### src/hw/abeu_map.svh
// Offsets, field positions, opcodes and counts for the add and branch execution unit
//
// Overview of operation
// [RL1] Add accumulator to file, destination bit picks target
// [RL2] Access bit clear uses access bank, ignores bank
// [RL3] Add with carry sums accumulator, carry, file
// [RL4] Add with carry decoded from upper 0010 00da
// [RL5] Adds update negative, overflow, carry, digit carry, zero
// [RL6] AND immediate into accumulator, only negative, zero
// [RL7] AND immediate decoded from upper byte 0000 1011
// [RL8] AND with file 0001 01da, destination bit target
// [RL9] Carry branch taken only when carry is one
// [RL10] Carry branch upper byte 1110 0010, signed offset
// [RL11] Taken branch: incremented address plus twice offset
// [RL12] Access bit set leaves bank register addressing
// [RL13] Program counter change costs a second no-op cycle
// [RL14] Add immediate 0000 1111 updates all five flags
// [RL15] Four phases: decode, read, compute, write
`ifndef ABEU_MAP_SVH
`define ABEU_MAP_SVH

// -------------------------------------------------------------
// Register offsets (byte addresses)
// -------------------------------------------------------------
`define ABEU_OFF_INSTR   8'h00
`define ABEU_OFF_ACC     8'h04
`define ABEU_OFF_STATUS  8'h08
`define ABEU_OFF_BANK    8'h0C
`define ABEU_OFF_PC      8'h10
`define ABEU_OFF_STATE   8'h14

// -------------------------------------------------------------
// Status bit positions and reset values
// -------------------------------------------------------------
`define ABEU_ST_C        0
`define ABEU_ST_DIGIT    1
`define ABEU_ST_Z        2
`define ABEU_ST_OVFL     3
`define ABEU_ST_N        4
`define ABEU_MASK_ADD    5'h1F
`define ABEU_MASK_AND    5'h14
`define ABEU_RST_ACC     8'h00
`define ABEU_RST_STATUS  5'h00
`define ABEU_RST_BANK    4'h0
`define ABEU_RST_PC      21'h000000

// -------------------------------------------------------------
// Opcode patterns
// -------------------------------------------------------------
`define ABEU_OPC_ADD_IMM    8'h0F
`define ABEU_OPC_AND_IMM    8'h0B
`define ABEU_OPC_BRANCH_C   8'hE2
`define ABEU_OPC_ADD_FILE   6'h09
`define ABEU_OPC_ADDC_FILE  6'h08
`define ABEU_OPC_AND_FILE   6'h05
`define ABEU_BIT_DEST       9
`define ABEU_BIT_ACCESS     8

// -------------------------------------------------------------
// Access bank split and timing
// -------------------------------------------------------------
`define ABEU_ACCESS_SPLIT   8'h80
`define ABEU_ACCESS_LO_BANK 4'h0
`define ABEU_ACCESS_HI_BANK 4'hF
`define ABEU_LAST_PHASE     2'h3
`define ABEU_PC_STEP        21'h000002
`define ABEU_RESP_OKAY      2'h0
`define ABEU_RESP_SLVERR    2'h2

`endif

### src/hw/abeu_pkg.sv
// Types shared by the add and branch execution unit
package abeu_pkg;

   // Execution sequencer
   typedef enum logic [1:0] {EX_IDLE, EX_RUN, EX_FLUSH} abeu_exec_e;

   // Decoded instruction class
   typedef enum logic [2:0] {
      OP_NONE, OP_ADD_IMM, OP_ADD_FILE, OP_ADDC_FILE, OP_AND_IMM, OP_AND_FILE, OP_BRANCH_C
   } abeu_op_e;

   // Request to the data memory bank logic
   typedef struct packed {
      logic [11:0] addr;
      logic        rd;
      logic        we;
      logic [7:0]  wdata;
   } abeu_file_req_s;

   // Whole state of the unit
   typedef struct packed {
      logic           aw_v;
      logic [7:0]     aw_a;
      logic           w_v;
      logic [31:0]    w_d;
      logic [3:0]     w_s;
      logic           b_v;
      logic [1:0]     b_r;
      logic           r_v;
      logic [31:0]    r_d;
      logic [1:0]     r_r;
      abeu_exec_e     ex;
      logic [1:0]     q;
      logic [15:0]    ir;
      abeu_op_e       op;
      logic [7:0]     opnd;
      logic [7:0]     res;
      logic [4:0]     flags;
      logic           taken;
      logic           unsup;
      logic [7:0]     acc;
      logic [4:0]     stat;
      logic [3:0]     bank;
      logic [20:0]    pc;
      abeu_file_req_s file;
   } abeu_state_s;

endpackage

### src/hw/abeu_core.sv
// Add and branch execution unit with AXI4-Lite register access
//
// Local design decisions: register access over AXI4-Lite and the register addresses.
`timescale 1ns/100ps
`include "abeu_map.svh"

module abeu_core
(
   // Clock, reset, enable
   input  wire logic                  aclk,
   input  wire logic                  aresetn,
   input  wire logic                  ce,
   // AXI4-Lite write address and data
   input  wire logic [7:0]            s_axi_awaddr,
   input  wire logic                  s_axi_awvalid,
   output logic                       s_axi_awready,
   input  wire logic [31:0]           s_axi_wdata,
   input  wire logic [3:0]            s_axi_wstrb,
   input  wire logic                  s_axi_wvalid,
   output logic                       s_axi_wready,
   // AXI4-Lite write response
   output logic [1:0]                 s_axi_bresp,
   output logic                       s_axi_bvalid,
   input  wire logic                  s_axi_bready,
   // AXI4-Lite read
   input  wire logic [7:0]            s_axi_araddr,
   input  wire logic                  s_axi_arvalid,
   output logic                       s_axi_arready,
   output logic [31:0]                s_axi_rdata,
   output logic [1:0]                 s_axi_rresp,
   output logic                       s_axi_rvalid,
   input  wire logic                  s_axi_rready,
   // Data memory bank port
   output abeu_pkg::abeu_file_req_s   file_req,
   input  wire logic [7:0]            file_rdata,
   // Status
   output logic                       exec_busy
);

   // ----------------------------------------------------------
   // Timing summary
   // ----------------------------------------------------------
   // An instruction word written to the instruction register runs
   // for four clock cycles, one per phase:
   //    phase 0 decodes and steps the program counter by one word,
   //    phase 1 latches the literal or strobes the file read,
   //    phase 2 takes the file data and computes result and flags,
   //    phase 3 writes the destination and only the flags it owns.
   // A taken carry branch then spends four more idle phases.
   // Registers stay readable during a run, but a new instruction
   // word is dropped until the unit is idle again.
   // Limitation: file read data must be valid the cycle after the
   // read strobe, as the bank port has no wait input.

   // ----------------------------------------------------------
   // State
   // ----------------------------------------------------------
   abeu_pkg::abeu_state_s r_r;
   abeu_pkg::abeu_state_s r_nxt;
   logic [31:0]           wmask;
   logic [31:0]           wmerge_base;
   logic [31:0]           wmerged;

   // Byte lane mask from the held write strobes
   // Lanes with a low strobe keep their old contents
   genvar g;
   generate
      for (g = 0; g < 4; g++)
      begin : g_lane
         assign wmask[8*g +: 8] = {8{r_r.w_s[g]}};
      end
   endgenerate

   // Read-modify-write base for the addressed register
   // Unmapped offsets merge against zero; the write is refused there anyway
   always_comb
   begin
      case (r_r.aw_a)
         `ABEU_OFF_INSTR:  wmerge_base = {16'h0000, r_r.ir};
         `ABEU_OFF_ACC:    wmerge_base = {24'h000000, r_r.acc};
         `ABEU_OFF_STATUS: wmerge_base = {27'h0000000, r_r.stat};
         `ABEU_OFF_BANK:   wmerge_base = {28'h0000000, r_r.bank};
         `ABEU_OFF_PC:     wmerge_base = {11'h000, r_r.pc};
         default:          wmerge_base = 32'h00000000;
      endcase
   end

   // Merged word: new bytes where strobed, old bytes elsewhere
   assign wmerged = (wmerge_base & ~wmask) | (r_r.w_d & wmask);

   // ----------------------------------------------------------
   // Handshakes
   // ----------------------------------------------------------
   // Ready is withheld while frozen so nothing is taken on a dead cycle
   // A pending write answer also blocks both write channels
   assign s_axi_awready = ce & ~r_r.aw_v & ~r_r.b_v;
   assign s_axi_wready  = ce & ~r_r.w_v & ~r_r.b_v;
   assign s_axi_arready = ce & ~r_r.r_v;
   // Answers and the file port come straight from registered state
   assign s_axi_bvalid  = r_r.b_v;
   assign s_axi_bresp   = r_r.b_r;
   assign s_axi_rvalid  = r_r.r_v;
   assign s_axi_rdata   = r_r.r_d;
   assign s_axi_rresp   = r_r.r_r;
   assign file_req      = r_r.file;
   assign exec_busy     = (r_r.ex != abeu_pkg::EX_IDLE);

   // ----------------------------------------------------------
   // Next state
   // ----------------------------------------------------------
   always_comb
   begin
      logic [8:0]  sum;
      logic [4:0]  nib;
      logic [7:0]  a;
      logic [7:0]  b;
      logic        cin;
      logic [7:0]  fadr;
      logic        is_file;
      logic [20:0] offs;
      // Every working value is set here so no path can latch
      sum     = 9'h000;
      nib     = 5'h00;
      a       = r_r.acc;
      b       = 8'h00;
      cin     = 1'b0;
      fadr    = r_r.ir[7:0];
      is_file = (r_r.op == abeu_pkg::OP_ADD_FILE) || (r_r.op == abeu_pkg::OP_ADDC_FILE) ||
                (r_r.op == abeu_pkg::OP_AND_FILE);
      offs    = {{12{r_r.ir[7]}}, r_r.ir[7:0], 1'b0};
      // Everything holds by default; the file strobes last one cycle
      r_nxt   = r_r;
      r_nxt.file.rd = 1'b0;
      r_nxt.file.we = 1'b0;

      // Capture write address and data independently, in either order
      if (s_axi_awvalid && s_axi_awready)
      begin
         r_nxt.aw_v = 1'b1;
         r_nxt.aw_a = s_axi_awaddr;
      end
      if (s_axi_wvalid && s_axi_wready)
      begin
         r_nxt.w_v = 1'b1;
         r_nxt.w_d = s_axi_wdata;
         r_nxt.w_s = s_axi_wstrb;
      end
      if (s_axi_bvalid && s_axi_bready)
         r_nxt.b_v = 1'b0;

      // Register write once both halves are held
      // The answer is raised with the update, so it follows the data
      if (r_r.aw_v && r_r.w_v && !r_r.b_v)
      begin
         r_nxt.aw_v = 1'b0;
         r_nxt.w_v  = 1'b0;
         r_nxt.b_v  = 1'b1;
         r_nxt.b_r  = `ABEU_RESP_OKAY;
         case (r_r.aw_a)
            `ABEU_OFF_INSTR:
            begin
               // A new word is refused while one is still executing
               if (r_r.ex == abeu_pkg::EX_IDLE)
               begin
                  r_nxt.ir = wmerged[15:0];
                  r_nxt.ex = abeu_pkg::EX_RUN;
                  r_nxt.q  = 2'h0;
               end
            end
            `ABEU_OFF_ACC:    r_nxt.acc  = wmerged[7:0];
            `ABEU_OFF_STATUS: r_nxt.stat = wmerged[4:0];
            `ABEU_OFF_BANK:   r_nxt.bank = wmerged[3:0];
            `ABEU_OFF_PC:     r_nxt.pc   = wmerged[20:0];
            `ABEU_OFF_STATE:  r_nxt.b_r  = `ABEU_RESP_OKAY;
            default:          r_nxt.b_r  = `ABEU_RESP_SLVERR;
         endcase
      end

      // Register read, answered one cycle after the address is taken
      // It sees the state as it stood before this cycle's execution step
      if (s_axi_rvalid && s_axi_rready)
         r_nxt.r_v = 1'b0;
      if (s_axi_arvalid && s_axi_arready)
      begin
         r_nxt.r_v = 1'b1;
         r_nxt.r_r = `ABEU_RESP_OKAY;
         case (s_axi_araddr)
            `ABEU_OFF_INSTR:  r_nxt.r_d = {16'h0000, r_r.ir};
            `ABEU_OFF_ACC:    r_nxt.r_d = {24'h000000, r_r.acc};
            `ABEU_OFF_STATUS: r_nxt.r_d = {27'h0000000, r_r.stat};
            `ABEU_OFF_BANK:   r_nxt.r_d = {28'h0000000, r_r.bank};
            `ABEU_OFF_PC:     r_nxt.r_d = {11'h000, r_r.pc};
            `ABEU_OFF_STATE:
               r_nxt.r_d = {26'h0000000, r_r.q, r_r.unsup, r_r.taken,
                            (r_r.ex == abeu_pkg::EX_FLUSH), (r_r.ex != abeu_pkg::EX_IDLE)};
            default:
            begin
               r_nxt.r_d = 32'h00000000;
               r_nxt.r_r = `ABEU_RESP_SLVERR;
            end
         endcase
      end

      // --------------------------------------------------------
      // Instruction sequencer; execution writes win over software
      // --------------------------------------------------------
      case (r_r.ex)
         abeu_pkg::EX_IDLE:
            r_nxt.q = 2'h0;
         abeu_pkg::EX_RUN:
         begin
            r_nxt.q = r_r.q + 2'h1;
            case (r_r.q)
               // Decode phase; the fetch address steps on by one word here
               2'h0:
               begin
                  r_nxt.taken = 1'b0;
                  r_nxt.pc    = r_r.pc + `ABEU_PC_STEP; // RL11
                  r_nxt.unsup = 1'b0;
                  if (r_r.ir[15:8] == `ABEU_OPC_ADD_IMM)
                     r_nxt.op = abeu_pkg::OP_ADD_IMM; // RL14
                  else if (r_r.ir[15:8] == `ABEU_OPC_AND_IMM)
                     r_nxt.op = abeu_pkg::OP_AND_IMM; // RL7
                  else if (r_r.ir[15:8] == `ABEU_OPC_BRANCH_C)
                     r_nxt.op = abeu_pkg::OP_BRANCH_C; // RL10
                  else if (r_r.ir[15:10] == `ABEU_OPC_ADD_FILE)
                     r_nxt.op = abeu_pkg::OP_ADD_FILE; // RL1
                  else if (r_r.ir[15:10] == `ABEU_OPC_ADDC_FILE)
                     r_nxt.op = abeu_pkg::OP_ADDC_FILE; // RL4
                  else if (r_r.ir[15:10] == `ABEU_OPC_AND_FILE)
                     r_nxt.op = abeu_pkg::OP_AND_FILE; // RL8
                  else
                  begin
                     // Foreign opcodes run as a plain four-phase no-op
                     r_nxt.op    = abeu_pkg::OP_NONE;
                     r_nxt.unsup = 1'b1;
                  end
               end
               // Operand read phase: literal, offset or file register
               // The access bank maps low offsets to bank zero, high ones to the top bank
               2'h1:
               begin
                  r_nxt.opnd = r_r.ir[7:0];
                  if (is_file)
                  begin
                     r_nxt.file.rd = 1'b1; // RL15
                     if (!r_r.ir[`ABEU_BIT_ACCESS])
                        r_nxt.file.addr = {(fadr < `ABEU_ACCESS_SPLIT) ? `ABEU_ACCESS_LO_BANK
                                           : `ABEU_ACCESS_HI_BANK, fadr}; // RL2
                     else
                        r_nxt.file.addr = {r_r.bank, fadr}; // RL12
                  end
               end
               // Compute phase; file data is valid the cycle after the read strobe
               2'h2:
               begin
                  b   = is_file ? file_rdata : r_r.opnd;
                  cin = (r_r.op == abeu_pkg::OP_ADDC_FILE) ? r_r.stat[`ABEU_ST_C] : 1'b0; // RL3
                  sum = {1'b0, a} + {1'b0, b} + {8'h00, cin};
                  nib = {1'b0, a[3:0]} + {1'b0, b[3:0]} + {4'h0, cin};
                  if ((r_r.op == abeu_pkg::OP_AND_IMM) || (r_r.op == abeu_pkg::OP_AND_FILE))
                     r_nxt.res = a & b; // RL6
                  else
                     r_nxt.res = sum[7:0];
                  r_nxt.flags[`ABEU_ST_C]  = sum[8]; // RL5
                  // AND classes fill these too; the flag mask drops them later
                  r_nxt.flags[`ABEU_ST_DIGIT] = nib[4];
                  r_nxt.flags[`ABEU_ST_OVFL]  = (a[7] == b[7]) && (sum[7] != a[7]);
                  r_nxt.flags[`ABEU_ST_N]  = r_nxt.res[7];
                  r_nxt.flags[`ABEU_ST_Z]  = (r_nxt.res == 8'h00);
                  r_nxt.taken = (r_r.op == abeu_pkg::OP_BRANCH_C) &&
                                r_r.stat[`ABEU_ST_C]; // RL9
               end
               // Write phase: destination, flags, program counter
               // A file destination leaves the accumulator as it was
               default:
               begin
                  r_nxt.ex = abeu_pkg::EX_IDLE;
                  case (r_r.op)
                     abeu_pkg::OP_ADD_IMM, abeu_pkg::OP_AND_IMM:
                        r_nxt.acc = r_r.res; // RL6 RL14
                     abeu_pkg::OP_ADD_FILE, abeu_pkg::OP_ADDC_FILE, abeu_pkg::OP_AND_FILE:
                     begin
                        if (r_r.ir[`ABEU_BIT_DEST])
                        begin
                           r_nxt.file.we    = 1'b1; // RL1 RL8
                           r_nxt.file.wdata = r_r.res;
                        end
                        else
                           r_nxt.acc = r_r.res; // RL1 RL3
                     end
                     abeu_pkg::OP_BRANCH_C:
                     begin
                        if (r_r.taken)
                        begin
                           r_nxt.pc = r_r.pc + offs; // RL11
                           r_nxt.ex = abeu_pkg::EX_FLUSH; // RL13
                        end
                     end
                     default:
                        r_nxt.ex = abeu_pkg::EX_IDLE;
                  endcase
                  // Only the flags each class owns are touched
                  if ((r_r.op == abeu_pkg::OP_ADD_IMM) || (r_r.op == abeu_pkg::OP_ADD_FILE) ||
                      (r_r.op == abeu_pkg::OP_ADDC_FILE))
                     r_nxt.stat = (r_r.stat & ~`ABEU_MASK_ADD) |
                                  (r_r.flags & `ABEU_MASK_ADD); // RL5
                  else if ((r_r.op == abeu_pkg::OP_AND_IMM) || (r_r.op == abeu_pkg::OP_AND_FILE))
                     r_nxt.stat = (r_r.stat & ~`ABEU_MASK_AND) |
                                  (r_r.flags & `ABEU_MASK_AND); // RL6 RL8
               end
            endcase
         end
         // Second cycle of a taken branch: four idle phases
         // No register or file strobe changes during these phases
         abeu_pkg::EX_FLUSH:
         begin
            r_nxt.q = r_r.q + 2'h1;
            if (r_r.q == `ABEU_LAST_PHASE)
               r_nxt.ex = abeu_pkg::EX_IDLE; // RL13
         end
         default:
         begin
            r_nxt.ex = abeu_pkg::EX_IDLE;
            r_nxt.q  = 2'h0;
         end
      endcase
   end

   // ----------------------------------------------------------
   // State register; clock enable freezes everything
   // Reset wins over the enable, so a frozen unit can still be reset
   // ----------------------------------------------------------
   always_ff @(posedge aclk)
   begin
      if (!aresetn)
      begin
         r_r            <= '0;
         r_r.ex         <= abeu_pkg::EX_IDLE;
         r_r.op         <= abeu_pkg::OP_NONE;
         r_r.acc        <= `ABEU_RST_ACC;
         r_r.stat       <= `ABEU_RST_STATUS;
         r_r.bank       <= `ABEU_RST_BANK;
         r_r.pc         <= `ABEU_RST_PC;
      end
      else if (ce)
         r_r <= r_nxt;
   end

endmodule // abeu_core

### config.mk
export PLATFORM = sky130hd
export DESIGN_NAME = abeu_core
export DESIGN_NICKNAME = d
export VERILOG_FILES = /design/src/hw/abeu_pkg.sv /design/src/hw/abeu_core.sv
export VERILOG_INCLUDE_DIRS = /design/src /design/src/hw
export SDC_FILE = /design/constraint.sdc
export NUM_CORES = 1
export LEC_CHECK = 0
export BUFFER_PORTS_ARGS = -buffer_cell sky130_fd_sc_hd__buf_4
export CORE_ASPECT_RATIO = 0.5
export CORE_MARGIN = 4
export CORE_UTILIZATION = 55
export DETAILED_ROUTE_END_ITERATION = 8
export PLACE_DENSITY = 0.76
export SETUP_SLACK_MARGIN = 0.15
export SYNTH_ARGS = -nofsm -noshare
export SYNTH_HDL_FRONTEND = slang
export SYNTH_SLANG_ARGS = --single-unit
### constraint.sdc
create_clock -name aclk -period 8.16 [get_ports aclk]
set_input_delay 2.448 -clock aclk [delete_from_list [all_inputs] [get_ports aclk]]
set_output_delay 2.448 -clock aclk [all_outputs]
set_load 0.005 [all_outputs]
Yosys cells after proc, flatten, opt, wreduce, memory -nomap -nowiden
Cells that the tools add are included.

storage, ports and cells
  logic and storage cells = 190
  bits of input ports = 68
  output and inout port bits = 64
  register bits after elaboration = 190

cells by class
  reductions and logical operators = 49
  $lt $le $gt $ge = 1
  equal/unequal tests = 29
  muxes and demuxes = 61
  bitwise gates (word level) = 16
  add/subtract/negate cells = 7

operator list
  operator                                                               count
  21-bit case mux with 6 select lines                                    1
  21-bit case mux with 5 select lines                                    1
  21-bit 2-to-1 mux                                                      3
  20-bit 2-to-1 mux                                                      3
  13-bit 2-to-1 mux                                                      4
  8-bit by 4-bit equality test with 1-bit output, second input constant  6
  8-bit 2-to-1 mux                                                       6
  43-bit 2-to-1 mux                                                      1
  21-bit bitwise AND                                                     2
  21-bit case mux with 2 select lines                                    1
  38-bit 2-to-1 mux                                                      1
  37-bit 2-to-1 mux                                                      1
  9-bit 2-to-1 mux                                                       4
  35-bit 2-to-1 mux                                                      1
  8-bit by 5-bit equality test with 1-bit output, second input constant  4
  8-bit logical NOT                                                      3
  21-bit by 2-bit adder with 21-bit output, second input constant        1
  21-bit adder                                                           1
  3-bit 2-to-1 mux                                                       7
  21-bit NOT                                                             1
  21-bit OR                                                              1
  8-bit by 3-bit equality test with 1-bit output, second input constant  2
  8-bit case mux with 2 select lines                                     1
  2-bit AND reduction                                                    8
  38 further kinds                                                       99

Longest topological paths before layout
  word-level depth = 10
  mapped depth = 16
  depth with buffers taken out = 13

Worst setup path after synthesis
No wires, ideal clock.

  path type = input to output
  start = input ce
  end = output s_axi_arready
  buffers on the path = 0
  data arrival time = 2.818 ns
  stages = 2
  data required time = 5.712 ns
  setup slack = 2.894 ns
  path through = clkinv_1 > nor2_1

on the way
  longest elaborated chain between the ends = 1

RTL lines
  what               line             text
  start, declared    abeu_core.sv:12  input wire logic ce,
  1-bit bitwise AND  abeu_core.sv:98  assign s_axi_arready = ce & ~r_r.r_v;
  end, declared      abeu_core.sv:28  output logic s_axi_arready,

No other way between the ends.

Final worst setup path
Ends and elaborated chain as after synthesis.

==> run summary <==
drt via density -> 6.309
clk_lat worst skew -> 0.44 ns
row count -> 35
Detailed Route WL -> 32,280 µm
DR vias -> 10,081
Port Buffers -> 106
area delta synth->final -> 9.361%
post-synth cell types -> 81
register area share after synthesis -> 0.3194
pre-CTS WS -> 2.371 ns
full die area -> 21,070 µm²
Finish-stage setup viols -> 0
first-pass GRT wire length -> 49,980 µm
min cycle time layout -> 5.809 ns
critical path capture point type -> output pin
layout cells sized above 1 -> 0.1296
final net count -> 1,453
startpoint types -> primary input
non-filler cells, final -> 1,598
Setup CP Type -> primary input to output pin
final period utilization -> 0.7119
CP startpoint -> ce
largest net degree at the start of global routing -> 93
total negative slack -> 0 ns
Final Max Slew Viols -> 0
all-layer global routing usage -> 0.2945
floorplan core area -> 18,350 µm²
Max Buffers Root-to-Sink -> 2
DIE HEIGHT -> 104.7 µm
Worst-path clk slew -> 0.07 ns
worst r2r src -> r_r[85]$_SDFFE_PN0P_
Pleak -> 4.185 nW
DRT antenna net count -> 0
post-CTS resize count -> 0
Tot Pwr -> 1.781 mW
root buf cell -> clkbuf_16
CTS tree -> done
Synth async-reset ratio -> 0
Mapped Cells -> 1,353
initial antenna violation count -> 0
DP Wirelength -> 23,470 µm
Critical Path Fanout Max -> 42
outcome -> finished, final reports clean
FF-to-FF End -> r_r[64]$_SDFFE_PN0P_
placed cell count -> 1,566
fill count -> 1,685
fmax -> 0.1721 GHz
total clock sinks -> 164
Boundary Pins -> 132
synth warn -> 0
syn avg cell area -> 7.597 µm²
worst r2r path cells -> 13
wire length per cell -> 20.20 µm
H-tree depth -> 4
Post-synth EDFFs -> 0
First-pass DRT Iterations -> 6
Overflow after GRT -> 0
hold buffer count at CTS -> 0
setup slack, reg-to-reg -> 3.89 ns
Slew @ Worst Pin -> 1.328 ns
Post-Syn Area -> 10,280 µm²
slew margin rel. -> 0.1076
vias in the first global route -> 9,263
Pwr per Cell Area -> 158.4 nW/µm²
Worst Path Arrival -> 3.36 ns
Die X -> 201.3 µm
post-CTS setup buffers -> 0
slack of the critical path -> 2.351 ns
Critical path destination -> s_axi_arready
max capacitance violation total -> 0
RSZ-0062 raised after global routing -> false
Initial Utilization -> 0.5602
gpl congestion -> 0.9689
Initial DRC Count -> 1,078
Residual DRC -> 0
Final Hold Fails -> 0
worst min-delay path class -> register to register
FF+latch count, synth -> 164
n_diodes -> 0
highest ir drop seen on vdd -> 0.1043 mV
Clock Skews -> 0.01360 ns
Critical Path RT -> 5.71 ns
main flop type after synthesis -> dfxtp_1
Num CTS Buffers -> 17
## flip-flops by register name, summed over array words and instances (netlist names)
name          cells
s_axi_rvalid      1
s_axi_bvalid      1
r_r             117
file_req         22
s_axi_bresp       1
s_axi_rdata      21
s_axi_rresp       1
## cells by family after synthesis
group | synth area share
AOI/OAI and AO/OA | 0.2273
adders and majority gates | 0.05088
muxes | 0.05210
DFF | 0.3194
buffers and inverters | 0.08850
other | 0.0003648
and+or+nand+nor | 0.2351
xor gates and xnor gates | 0.02642
## cells in the final DEF (no fill, tap or decap), types with 10 or more instances in the layout
cell type	n
o21ai_0	75
a21o_1	13
conb_1	13
a21oi_1	134
nand4_1	11
nand2b_1	10
nor2_1	124
mux2i_1	34
inv_1	23
buf_4	112
and3_1	14
a22oi_1	17
and2_1	22
mux2_2	16
nand3_1	33
xnor2_1	16
ha_1	37
a31oi_1	10
a221oi_1	18
nand2_1	218
clkbuf_16	17
nor3_1	31
a211oi_1	26
dfxtp_1	164
xor2_1	15
## per-stage QoR
stage,util,hold slack [ns],cell area [µm²]
3_5_place_dp,0.5805,0.4470,10650
6_report,0.6126,0.4544,11240
4_1_cts,0.6126,0.4571,11240
5_1_grt,0.6126,0.4749,11240
2_1_floorplan,-,0.4317,10320
3_3_place_gp,0.5805,0.4404,10650
## power by group
part	total [mW]	leakage (nW)	switching (mW)	internal [mW]
registers	0.827	1.33	0.0157	0.811
clock network	0.830	0.290	0.365	0.465
logic	0.124	2.57	0.0789	0.0449
## worst max-delay path, cell delays in order
cell	delay, ns
buf_4	0.39
clkinv_1	0.17
nor2_1	0.19
buf_4	0.14
## layer usage
layer	up-vias	track usage	wire length, µm
met5	-	0	0
met4	0	0.1053	916
met3	78	0.06450	3215
met2	515	0.4640	14450
met1	4772	0.3999	13700
li1	4716	-	-
## area by class of cell
class                   count  area [µm²]  area share
multi-input cells        1025        6131      0.5454
flip-flops and latches    164        3283      0.2921
repair buffers            112       840.8     0.07480
clock buffers              19       442.9     0.03940
well taps                 240       300.3     0.02671
clock inverters            13       146.4     0.01302
inverters                  25       96.34    0.008571
## worst min path at each step
stage                                 start                            to  slack (ns)  depth (start not counted)
4_1_cts           file_req[16]$_SDFFE_PN0P_     file_req[16]$_SDFFE_PN0P_        0.46                          2
6_report       s_axi_rdata[20]$_SDFFE_PN0P_  s_axi_rdata[20]$_SDFFE_PN0P_        0.45                          2
3_5_place_dp          r_r[154]$_SDFFE_PN0P_         r_r[154]$_SDFFE_PN0P_        0.45                          2
2_1_floorplan          r_r[60]$_SDFFE_PN0P_          r_r[60]$_SDFFE_PN0P_        0.43                          2
3_3_place_gp           r_r[80]$_SDFFE_PN0P_          r_r[80]$_SDFFE_PN0P_        0.44                          2
5_1_grt               r_r[154]$_SDFFE_PN0P_         r_r[154]$_SDFFE_PN0P_        0.47                          2
## cells in the mapped netlist (all sizes together), types with 5 or more instances
cell type	instances	area share
nand2	219	0.080
o21a	5	0.0037
mux2i	34	0.033
o2bb2ai	6	0.0051
o31a	6	0.0051
xor2	15	0.013
a21oi	134	0.065
and2	23	0.014
nor2	125	0.046
o221ai	8	0.0068
nor4	5	0.0060
nor3	33	0.018
xnor2	16	0.014
inv	24	0.0088
nand2b	10	0.0061
a211oi	26	0.019
o22ai	8	0.0049
clkbuf	73	0.027
nor2b	7	0.0043
a221oi	18	0.015
buf	78	0.053
a21o	13	0.0095
o31ai	9	0.0066
or3	7	0.0047
nand3	33	0.016
and3	14	0.0085
a31oi	10	0.0061
ha	37	0.045
nand3b	5	0.0040
nand4	11	0.0067
mux2	17	0.019
a22oi	18	0.014
o21ai	80	0.039
a222oi	6	0.0058
dfxtp	164	0.32
No activity file was read; power rests on OpenSTA's default activity.
